## config.mk

```make
export PLATFORM = sky130hd
export DESIGN_NAME = peripheral_irq_enable_bank
export DESIGN_NICKNAME = d
export VERILOG_FILES = /design/src/irq_enable_pkg.sv /design/src/irq_gate.sv /design/src/peripheral_irq_enable_bank.sv
export SDC_FILE = /design/constraint.sdc
export NUM_CORES = 1
export LEC_CHECK = 0
export BUFFER_PORTS_ARGS = -buffer_cell sky130_fd_sc_hd__buf_2
export CORE_ASPECT_RATIO = 1.5
export CORE_MARGIN = 4
export CORE_UTILIZATION = 40
export DETAILED_ROUTE_END_ITERATION = 8
export GPL_TIMING_DRIVEN = 1
export PLACE_DENSITY = 0.87
export SYNTH_ARGS = -nofsm -noshare
export SYNTH_HDL_FRONTEND = slang
export SYNTH_SLANG_ARGS = --single-unit
```

## constraint.sdc

```tcl
create_clock -name clock_i -period 3.3 [get_ports clock_i]
set_clock_uncertainty 0.2 [all_clocks]
set_input_delay 0 -clock clock_i [delete_from_list [all_inputs] [get_ports clock_i]]
set_output_delay 0 -clock clock_i [all_outputs]
set_load 0.02 [all_outputs]
```

## src/irq_enable_pkg.sv

```systemverilog
/*
 Package for the peripheral interrupt enable bank: register offsets,
 implemented-bit masks, reset values, source indices and bus structs.
 Assumes a single 25 MHz CPU clock domain.
*/
package irq_enable_pkg;

	// Register byte addresses on the Avalon-MM bus
	localparam logic [9:0] OFFS_ENABLE_ONE = 10'h106;
	localparam logic [9:0] OFFS_ENABLE_TWO = 10'h108;
	localparam logic [9:0] OFFS_GROUP_CTRL = 10'h10c;
	localparam logic [9:0] OFFS_IRQ_STATUS = 10'h110;

	// Field positions, first enable register
	localparam int unsigned BIT_ADC_DONE   = 6;
	localparam int unsigned BIT_SERIAL_RX  = 5;
	localparam int unsigned BIT_SERIAL_TX  = 4;
	localparam int unsigned BIT_PWM_PERIOD = 2;
	localparam int unsigned BIT_T2_MATCH   = 1;
	localparam int unsigned BIT_T1_OVF     = 0;
	// Field positions, second enable register
	localparam int unsigned BIT_TOUCH_M1   = 7;
	localparam int unsigned BIT_TOUCH_M0   = 6;
	localparam int unsigned BIT_NVM_WRITE  = 4;
	localparam int unsigned BIT_PORTA_CHG  = 1;
	// Field positions, group control register
	localparam int unsigned BIT_GLOBAL_EN  = 7;
	localparam int unsigned BIT_GROUP_EN   = 6;

	// Implemented bits; all others read zero and drop writes
	localparam logic [7:0] MASK_ENABLE_ONE = 8'h77;
	localparam logic [7:0] MASK_ENABLE_TWO = 8'hd2;
	localparam logic [7:0] MASK_GROUP_CTRL = 8'hc0;

	// Reset values
	localparam logic [7:0] RESET_ENABLE    = 8'h00;
	localparam logic [7:0] RESET_GROUP     = 8'h00;

	// Bus answer timing: one wait cycle per access
	localparam int unsigned BUS_WAIT_CYCLES = 1;

	// Sixteen flag lanes: [7:0] first register, [15:8] second
	localparam int unsigned NUM_LANES = 16;

	typedef struct packed {
		logic       read;
		logic       write;
		logic [9:0] address;
		logic [31:0] writedata;
	} bus_req_t;

	typedef struct packed {
		logic        waitrequest;
		logic [31:0] readdata;
	} bus_rsp_t;

	typedef enum logic [1:0] {
		BUS_IDLE,
		BUS_DONE
	} bus_state_t;

endpackage

```

## src/irq_gate.sv

```systemverilog
/*
 Combinational gate of sixteen flag lanes against their enables and the
 two group-level enables. Assumes flags are levels held by peripherals.
*/
`timescale 1ns/1ps
module irq_gate (
	input  wire logic [15:0] flags_i,
	input  wire logic [15:0] enables_i,
	input  wire logic        group_en_i,
	input  wire logic        global_en_i,
	output logic      [15:0] pending_o,
	output logic             request_o
);

	// Per-lane AND; a generate keeps lanes uniform
	genvar lane;
	generate
		for (lane = 0; lane < irq_enable_pkg::NUM_LANES; lane++) begin : g_lane
			assign pending_o[lane] = flags_i[lane] & enables_i[lane];
		end
	endgenerate

	// Group and global enable gate the OR of all lanes
	assign request_o = (|pending_o) & group_en_i & global_en_i;

endmodule

```

## src/peripheral_irq_enable_bank.sv

```systemverilog
/*
 Peripheral interrupt enable bank: two enable registers plus a group
 control register on an Avalon-MM slave with waitrequest, and the gate
 that forms the peripheral interrupt request to the CPU core.
 Assumes request flags arrive as levels on the CPU clock, and that the
 core pulses a return-from-interrupt strobe on the same clock.
*/
// How it works
// - Bit six of first enables ADC
// - Bit five of first enables serial receive
// - Bit four of first enables serial transmit
// - Bit two of first enables PWM period
// - Bit one of first enables timer2 match
// - First at 106H; bit zero timer1 overflow
// - Second at 108H; bits 5,3,2,0 unused
// - Bit seven of second enables touch M1
// - Bit six of second enables touch M0
// - Bit four of second enables EEPROM write
// - Bit one of second enables port A
// - Flags set regardless of any enable
// - Global enable gates all; reset clears, return sets
`timescale 1ns/1ps
module peripheral_irq_enable_bank (
	input  wire logic        clock_i,
	input  wire logic        arst_n_i,
	input  wire logic        avs_read_i,
	input  wire logic        avs_write_i,
	input  wire logic [9:0]  avs_address_i,
	input  wire logic [31:0] avs_writedata_i,
	input  wire logic [3:0]  avs_byteenable_i,
	output logic      [31:0] avs_readdata_o,
	output logic             avs_waitrequest_o,
	input  wire logic        adc_done_flag_i,
	input  wire logic        serial_rx_flag_i,
	input  wire logic        serial_tx_flag_i,
	input  wire logic        pulse_period_flag_i,
	input  wire logic        timer_two_match_flag_i,
	input  wire logic        timer_one_overflow_flag_i,
	input  wire logic        touch_m1_done_flag_i,
	input  wire logic        touch_m0_done_flag_i,
	input  wire logic        nvm_write_done_flag_i,
	input  wire logic        port_a_change_flag_i,
	input  wire logic        return_from_irq_i,
	output logic             periph_irq_o
);

	irq_enable_pkg::bus_req_t   req;
	irq_enable_pkg::bus_state_t state_reg;
	irq_enable_pkg::bus_state_t state_next;
	logic [7:0]  enable_one_reg;
	logic [7:0]  enable_two_reg;
	logic [7:0]  group_ctrl_reg;
	logic [31:0] readdata_reg;
	logic [31:0] readdata_next;
	logic [15:0] flags;
	logic [15:0] pending;
	logic        request;
	logic        request_reg;

	// Bundle bus inputs
	assign req = '{read: avs_read_i, write: avs_write_i,
		address: avs_address_i, writedata: avs_writedata_i};

	// Lane map; flags are passed straight through, never gated upstream
	assign flags[irq_enable_pkg::BIT_ADC_DONE]       = adc_done_flag_i;
	assign flags[irq_enable_pkg::BIT_SERIAL_RX]      = serial_rx_flag_i;
	assign flags[irq_enable_pkg::BIT_SERIAL_TX]      = serial_tx_flag_i;
	assign flags[irq_enable_pkg::BIT_PWM_PERIOD]     = pulse_period_flag_i;
	assign flags[irq_enable_pkg::BIT_T2_MATCH]       = timer_two_match_flag_i;
	assign flags[irq_enable_pkg::BIT_T1_OVF]         = timer_one_overflow_flag_i;
	assign flags[7]                                  = 1'b0;
	assign flags[3]                                  = 1'b0;
	assign flags[8 + irq_enable_pkg::BIT_TOUCH_M1]   = touch_m1_done_flag_i;
	assign flags[8 + irq_enable_pkg::BIT_TOUCH_M0]   = touch_m0_done_flag_i;
	assign flags[8 + irq_enable_pkg::BIT_NVM_WRITE]  = nvm_write_done_flag_i;
	assign flags[8 + irq_enable_pkg::BIT_PORTA_CHG]  = port_a_change_flag_i;
	assign flags[13]                                 = 1'b0;
	assign flags[11]                                 = 1'b0;
	assign flags[10]                                 = 1'b0;
	assign flags[8]                                  = 1'b0;

	// Address decode, used for both read and write
	function automatic logic hit(input logic [9:0] addr, input logic [9:0] offs);
		hit = (addr == offs);
	endfunction

	wire sel_one    = hit(req.address, irq_enable_pkg::OFFS_ENABLE_ONE);
	wire sel_two    = hit(req.address, irq_enable_pkg::OFFS_ENABLE_TWO);
	wire sel_group  = hit(req.address, irq_enable_pkg::OFFS_GROUP_CTRL);
	wire sel_status = hit(req.address, irq_enable_pkg::OFFS_IRQ_STATUS);
	wire lane0_on   = avs_byteenable_i[0];
	// Writes land in the single cycle where waitrequest is low
	wire accept     = (state_reg == irq_enable_pkg::BUS_DONE);
	wire wr_commit  = accept & req.write & lane0_on;

	// Unused positions masked so they drop writes and read zero
	wire [7:0] wdata_one   = req.writedata[7:0] & irq_enable_pkg::MASK_ENABLE_ONE;
	wire [7:0] wdata_two   = req.writedata[7:0] & irq_enable_pkg::MASK_ENABLE_TWO;
	wire [7:0] wdata_group = req.writedata[7:0] & irq_enable_pkg::MASK_GROUP_CTRL;

	// Return-from-interrupt sets global enable; a same-cycle write still lands, with global enable forced set
	wire [7:0] group_after_wr = (wr_commit && sel_group) ? wdata_group : group_ctrl_reg;
	wire [7:0] group_next = return_from_irq_i
		? (group_after_wr | (8'h01 << irq_enable_pkg::BIT_GLOBAL_EN)) : group_after_wr;

	// Read mux; unmapped addresses read zero
	always_comb begin
		readdata_next = 32'h0000_0000;
		if (sel_one)
			readdata_next = {24'h000000, enable_one_reg};
		else if (sel_two)
			readdata_next = {24'h000000, enable_two_reg};
		else if (sel_group)
			readdata_next = {24'h000000, group_ctrl_reg};
		else if (sel_status)
			readdata_next = {15'h0000, request_reg, pending};
	end

	// One wait cycle, then the answer with waitrequest low
	always_comb begin
		case (state_reg)
			irq_enable_pkg::BUS_IDLE: state_next = (req.read | req.write)
				? irq_enable_pkg::BUS_DONE : irq_enable_pkg::BUS_IDLE;
			irq_enable_pkg::BUS_DONE: state_next = irq_enable_pkg::BUS_IDLE;
			default:                  state_next = irq_enable_pkg::BUS_IDLE;
		endcase
	end

	assign avs_waitrequest_o = (req.read | req.write) & ~accept;
	assign avs_readdata_o    = readdata_reg;

	// Bus state and read data register
	always_ff @(posedge clock_i or negedge arst_n_i) begin
		if (!arst_n_i) begin
			state_reg    <= irq_enable_pkg::BUS_IDLE;
			readdata_reg <= 32'h0000_0000;
		end else begin
			state_reg    <= state_next;
			readdata_reg <= (state_reg == irq_enable_pkg::BUS_IDLE && req.read) ? readdata_next : readdata_reg;
		end
	end

	// Enable registers: reset to zero
	always_ff @(posedge clock_i or negedge arst_n_i) begin
		if (!arst_n_i) begin
			enable_one_reg <= irq_enable_pkg::RESET_ENABLE;
			enable_two_reg <= irq_enable_pkg::RESET_ENABLE;
			group_ctrl_reg <= irq_enable_pkg::RESET_GROUP;
		end else begin
			if (wr_commit && sel_one)
				enable_one_reg <= wdata_one;
			if (wr_commit && sel_two)
				enable_two_reg <= wdata_two;
			group_ctrl_reg <= group_next;
		end
	end

	wire group_en  = group_ctrl_reg[irq_enable_pkg::BIT_GROUP_EN];
	wire global_en = group_ctrl_reg[irq_enable_pkg::BIT_GLOBAL_EN];

	irq_gate u_gate (
		.flags_i     (flags),
		.enables_i   ({enable_two_reg, enable_one_reg}),
		.group_en_i  (group_en),
		.global_en_i (global_en),
		.pending_o   (pending),
		.request_o   (request)
	);

	// Request registered so the core sees a clean level
	always_ff @(posedge clock_i or negedge arst_n_i) begin
		if (!arst_n_i)
			request_reg <= 1'b0;
		else
			request_reg <= request;
	end

	assign periph_irq_o = request_reg;
endmodule

```

==> After elaboration in Yosys (flattened, before gate mapping) <==
Index checks and enable logic that the tools add are counted.
{ "op_classes": {"n_eq_ne": 5, "n_mux": 8, "bitwise": 17, "n_reduce_logical": 7} }
{ "op_table": {"columns": ["operator", "n"], "rows": [
  ["2-to-1 mux 32 bit", 2],
  ["== test 10 x 9 -> 1 bit, second input constant", 4],
  ["2-to-1 mux 17 bit", 2],
  ["2-to-1 mux 8 bit", 2],
  ["AND 1 bit", 15],
  ["OR reduction 10 bit", 1],
  ["logical AND 1 bit", 4],
  ["== test 2 x 1 -> 1 bit, second input constant", 1],
  ["zero test 2 bit", 1],
  ["2-to-1 mux 1 bit", 2],
  ["nonzero test 2 bit", 1],
  ["inverter 1 bit", 1],
  ["OR 1 bit", 1]
]} }
{ "word_totals": {"reg_bits": 53, "input_bits": 61, "out_inout_bits": 34, "wordCells": 44} }

==> Longest topological paths before layout <==
{ "depth": {"depth_word": 6, "depth_mapped": 6, "mapped_depth_nobuf": 5} }

==> Modules after synthesis <==
Synthesis repeated with hierarchy kept, for this count alone.
{ "hier_totals": {"cells_unflattened": 148, "hier_area_um2": 1655.3} }
{ "by_module_without_submodules": {"columns": ["mod", "instances", "cells_each", "area_per_inst_um2", "seq_area_each_um2"], "rows": [
  ["peripheral_irq_enable_bank", 1, 126, 1502.7, 775.7],
  ["irq_gate", 1, 22, 152.6, 0.0]
]} }

==> Worst setup path after synthesis <==
OpenSTA, ideal clock, no wires.
{ "synth_path": {"path_kind": "input to register", "from": "in avs_address_i[0]", "to": "reg enable_two_reg[1]", "setup_time_ns": 0.125, "arrival_ns": 1.368, "required_ns": 2.975, "slack_ns": 1.607, "stages": 4, "path_buffers": 1, "path_cell_list": "or4b_1 > buf_6 > nor4_4 > mux2_2"} }
{ "synth_between": {"elab_chain_len": 2} }
{ "synth_rtl": {"columns": ["element", "line", "rtl"], "rows": [
  ["from (decl)", "peripheral_irq_enable_bank.sv:28", "input wire logic [9:0] avs_address_i,"],
  ["== test 10 x 9 -> 1 bit", "peripheral_irq_enable_bank.sv:84", "hit = (addr == offs);"],
  ["logical AND 1 bit", "peripheral_irq_enable_bank.sv:152", "if (wr_commit && sel_two)"],
  ["to (signal assigned)", "peripheral_irq_enable_bank.sv:147", "enable_two_reg <= irq_enable_pkg::RESET_ENABLE;"],
  ["to (signal assigned)", "peripheral_irq_enable_bank.sv:153", "enable_two_reg <= wdata_two;"],
  ["to (decl)", "peripheral_irq_enable_bank.sv:51", "logic [7:0] enable_two_reg;"]
]} }
No other way between the ends.
A chain may end at the register's enable or synchronous reset.

==> Worst setup path after layout <==
{ "layout_path": {"from": "in avs_address_i[6]", "to": "reg group_ctrl_reg[7]"} }
{ "layout_between": {"elab_chain_len": 3} }
{ "layout_rtl": {"columns": ["element", "line", "rtl"], "rows": [
  ["== test 10 x 9 -> 1 bit", "peripheral_irq_enable_bank.sv:84", null],
  ["logical AND 1 bit", "peripheral_irq_enable_bank.sv:102", "wire [7:0] group_after_wr = (wr_commit && sel_group) ? wdata_group : group_ctrl_reg;"],
  ["nonzero test 2 bit (no line)", null, null],
  ["to (signal assigned)", "peripheral_irq_enable_bank.sv:148", "group_ctrl_reg <= irq_enable_pkg::RESET_GROUP;"],
  ["to (signal assigned)", "peripheral_irq_enable_bank.sv:154", "group_ctrl_reg <= group_next;"],
  ["to (decl)", "peripheral_irq_enable_bank.sv:52", "logic [7:0] group_ctrl_reg;"]
]} }
No other way between the ends.

==> flow_metrics.py <==
metrics = {
    "sta": {
        "fin_setup_tns_ns": 0,
        "rsz0062_at_grt": "false",
        "hold_viol_final": 0,
        "setup_viol": 0,
        "tightest_slew_ns": 0.5747,
        "fin_crit_ns": 2.336,
        "maxSlewHeadroom_pct": 61.69,
        "drv_slew": 0,
        "fin_crit_sh_pct": 70.78,
        "max_freq_mhz": 428.1,
    },
    "cells_and_area": {
        "antenna_cells": 0,
        "nets": 275,
        "area_delta_synth_final_pct": 37.02,
        "fill_cells": 283,
        "largest_register_ff_count": 12,
        "drive_gt1_share_pct": 30.52,
        "seqCellArea_um2": 650.6,
        "multi_input_area_um2": 650.6,
    },
    "pwr": {
        "p_sw_w": 0.0001795,
        "p_per_area_nw_per_um2": 367.2,
        "finalPower_w": 0.0007108,
        "leakagePower_nw": 0.9376,
        "ir_drop_mv": 0.3023,
        "netSwitchingFraction_pct": 25.25,
        "power_frac_comb_pct": 15.9,
        "power.share.clock_pct": 37.8,
        "seqPwrFrac_pct": 46.3,
        "p_int_w": 0.0005313,
    },
    "synthesis": {
        "synth_warnings": 0,
        "async_flop_share_pct": 100.0,
        "seq_area_frac_synth_pct": 46.06,
        "synth-seq-cells": 26,
        "synth-main-ff-cell": "dfrtp_1",
        "syn_area_per_cell_um2": 10.02,
        "yosysTopAreaCell": "dfrtp_1",
        "synth_common_cells": "dfrtp_1 (26), nand2_1 (22), buf_4 (21)",
        "syn_inst": 141,
        "netlist.area_leader.share_pct": 46.06,
        "synth_area_leaders": "dfrtp_1 (46%), buf_4 (11%), mux2_2 (8.8%)",
        "ys_types": 32,
        "synth_edf_count": 0,
        "yosysMostFrequentCell": "dfrtp_1",
        "synthesis.area_um2": 1413,
    },
    "route": {
        "routed_wl_um": 4008,
        "drtPass1Iterations": 4,
        "wl_per_cell_um": 15.72,
        "ant_nets": 0,
        "vias_per_cell": 5.173,
        "vias": 1319,
        "drc": 0,
        "drtIter0Drc": 44,
    },
    "die": {
        "start_util_pct": 41.36,
        "fp.dieW_um": 56.52,
        "die_y_um": 80.78,
        "ios": 95,
        "dieArea_um2": 4566,
        "num_rows": 26,
        "core-area_um2": 3416,
    },
    "place": {
        "hpwl_um": 2563,
        "io_buffers": 46,
        "globalplace.congestion": 0.7942,
    },
    "clock_network": {
        "cts_tree": "done",
        "cts_buffers": 3,
        "cts-root-buf": "clkbuf_8",
        "post-cts-setup-buffers": 0,
        "clk_pin_slew_ns": 0.09,
        "clkLatencyLatePin_ns": 0.28,
        "cts_max_level": 1,
        "clock-sinks": 26,
        "ctsResizeCount": 0,
        "cts_max_path_buffers": 2,
    },
    "global_route": {
        "antenna_found_initial": 0,
        "gr-total-overflow": 0,
        "grt_usage_pct": 18.48,
        "grt_pass1_wl_um": 6492,
        "grt_pass1_vias": 1360,
        "grt_max_degree": 27,
    },
    "worst_setup_path": {
        "setup.worst_path.start_class": "primary input",
        "crit_fanout": 3,
        "path_class": "in2reg",
        "crit_arrival_ns": 2.30,
        "crit_path_end_kind": "register",
        "worstPathRequired_ns": 3.27,
    },
    "run": {
        "drv_cap": 0,
    },
    "status": {
        "outcome": "complete, no violations",
    },
    "worst_hold_path": {
        "hp-class": "in2reg",
    },
}
[path summary, 6_finish.rpt]
check | start | to | slack (ns) | cells past startpoint
min reg2reg | avs_readdata_o[14] | avs_readdata_o[14] | 0.28 | 2
min | avs_address_i[4] | avs_readdata_o[16] | 0.02 | 5
max | avs_address_i[6] | group_ctrl_reg[7] | 0.96 | 8
max reg2reg | state_reg[0] | group_ctrl_reg[7] | 1.09 | 5
max in group asynchronous | arst_n_i | avs_readdata_o[4] | 2.45 | 2
min in group asynchronous | arst_n_i | enable_one_reg[0] | 0.07 | 2
[cell type report]
class,count,share of cell area [%]
timing repair buffer,74,26.37
tap,42,2.715
clock inverter,1,1.551
clock buffer,3,2.133
sequential,26,33.61
multi-input combinational,109,33.61
[layout by cell type, fill, tap and decap left out, types with 2 or more instances in the layout]
cell type      count
buf_2             46
dlygate4sd3_1     28
a22oi_1            3
nor2b_1            2
dfrtp_1           26
nand2_1           22
a32oi_1            2
a21oi_1            9
nor3_1             4
mux2_2            11
or3_1              2
clkbuf_8           3
o21ai_0            7
nand3_1            5
conb_1            20
nor2_1             7
[power by group through the flow]
stage	logic, W	registers (W)	clock network [W]
6_report	0.000113	0.000329	0.000269
5_1_grt	0.000122	0.000330	0.000284
4_1_cts	0.000110	0.000329	0.000271
3_5_place_dp	0.0000874	0.000335	0
3_3_place_gp	0.0000856	0.000335	0
2_1_floorplan	0.0000627	0.000340	0
[repair_timing]
action                                  in CTS  in global routing
endpoints found under the setup margin       0                  0
endpoints found under the hold margin       52                  0
hold buffers                                28                  0
[per-stage QoR]
stage          instance area, um2  cells  util [%]  worst slack (ns)  hold WS [ns]
2_1_floorplan                1484    160         -             1.607       -0.4956
3_3_place_gp                 1584    223     46.37             1.335       -0.1836
3_5_place_dp                 1584    223     46.37             1.311       -0.1699
4_1_cts                      1936    255     56.67             1.000       0.01132
5_1_grt                      1936    255     56.67            0.8155       0.07035
6_report                     1936    255     56.67            0.9643       0.01511
[critical path, cell delays in order]
cell	delay (ns)
dlygate4sd3_1	0.54
buf_2	0.14
nor4_1	0.28
nand3_1	0.12
nor3_1	0.31
nor2b_1	0.09
a211o_1	0.27
dlygate4sd3_1	0.56
[logic make-up after synthesis]
family | after synthesis | synth area share [%]
DFF | 26 | 46.06
other | 1 | 0.2655
and+or+nand+nor | 52 | 20.02
muxes | 12 | 9.478
buffers and inverters | 25 | 12.93
AOI/OAI and AO/OA | 25 | 11.25
[layer usage]
layer,up-vias,GRT usage (%),wire (um)
met5,-,0,0
met4,0,9.501,143
met3,13,2.544,264
met2,72,36.23,2276
met1,636,18.50,1324
li1,598,-,-
(Power assumes the default switching activity.)
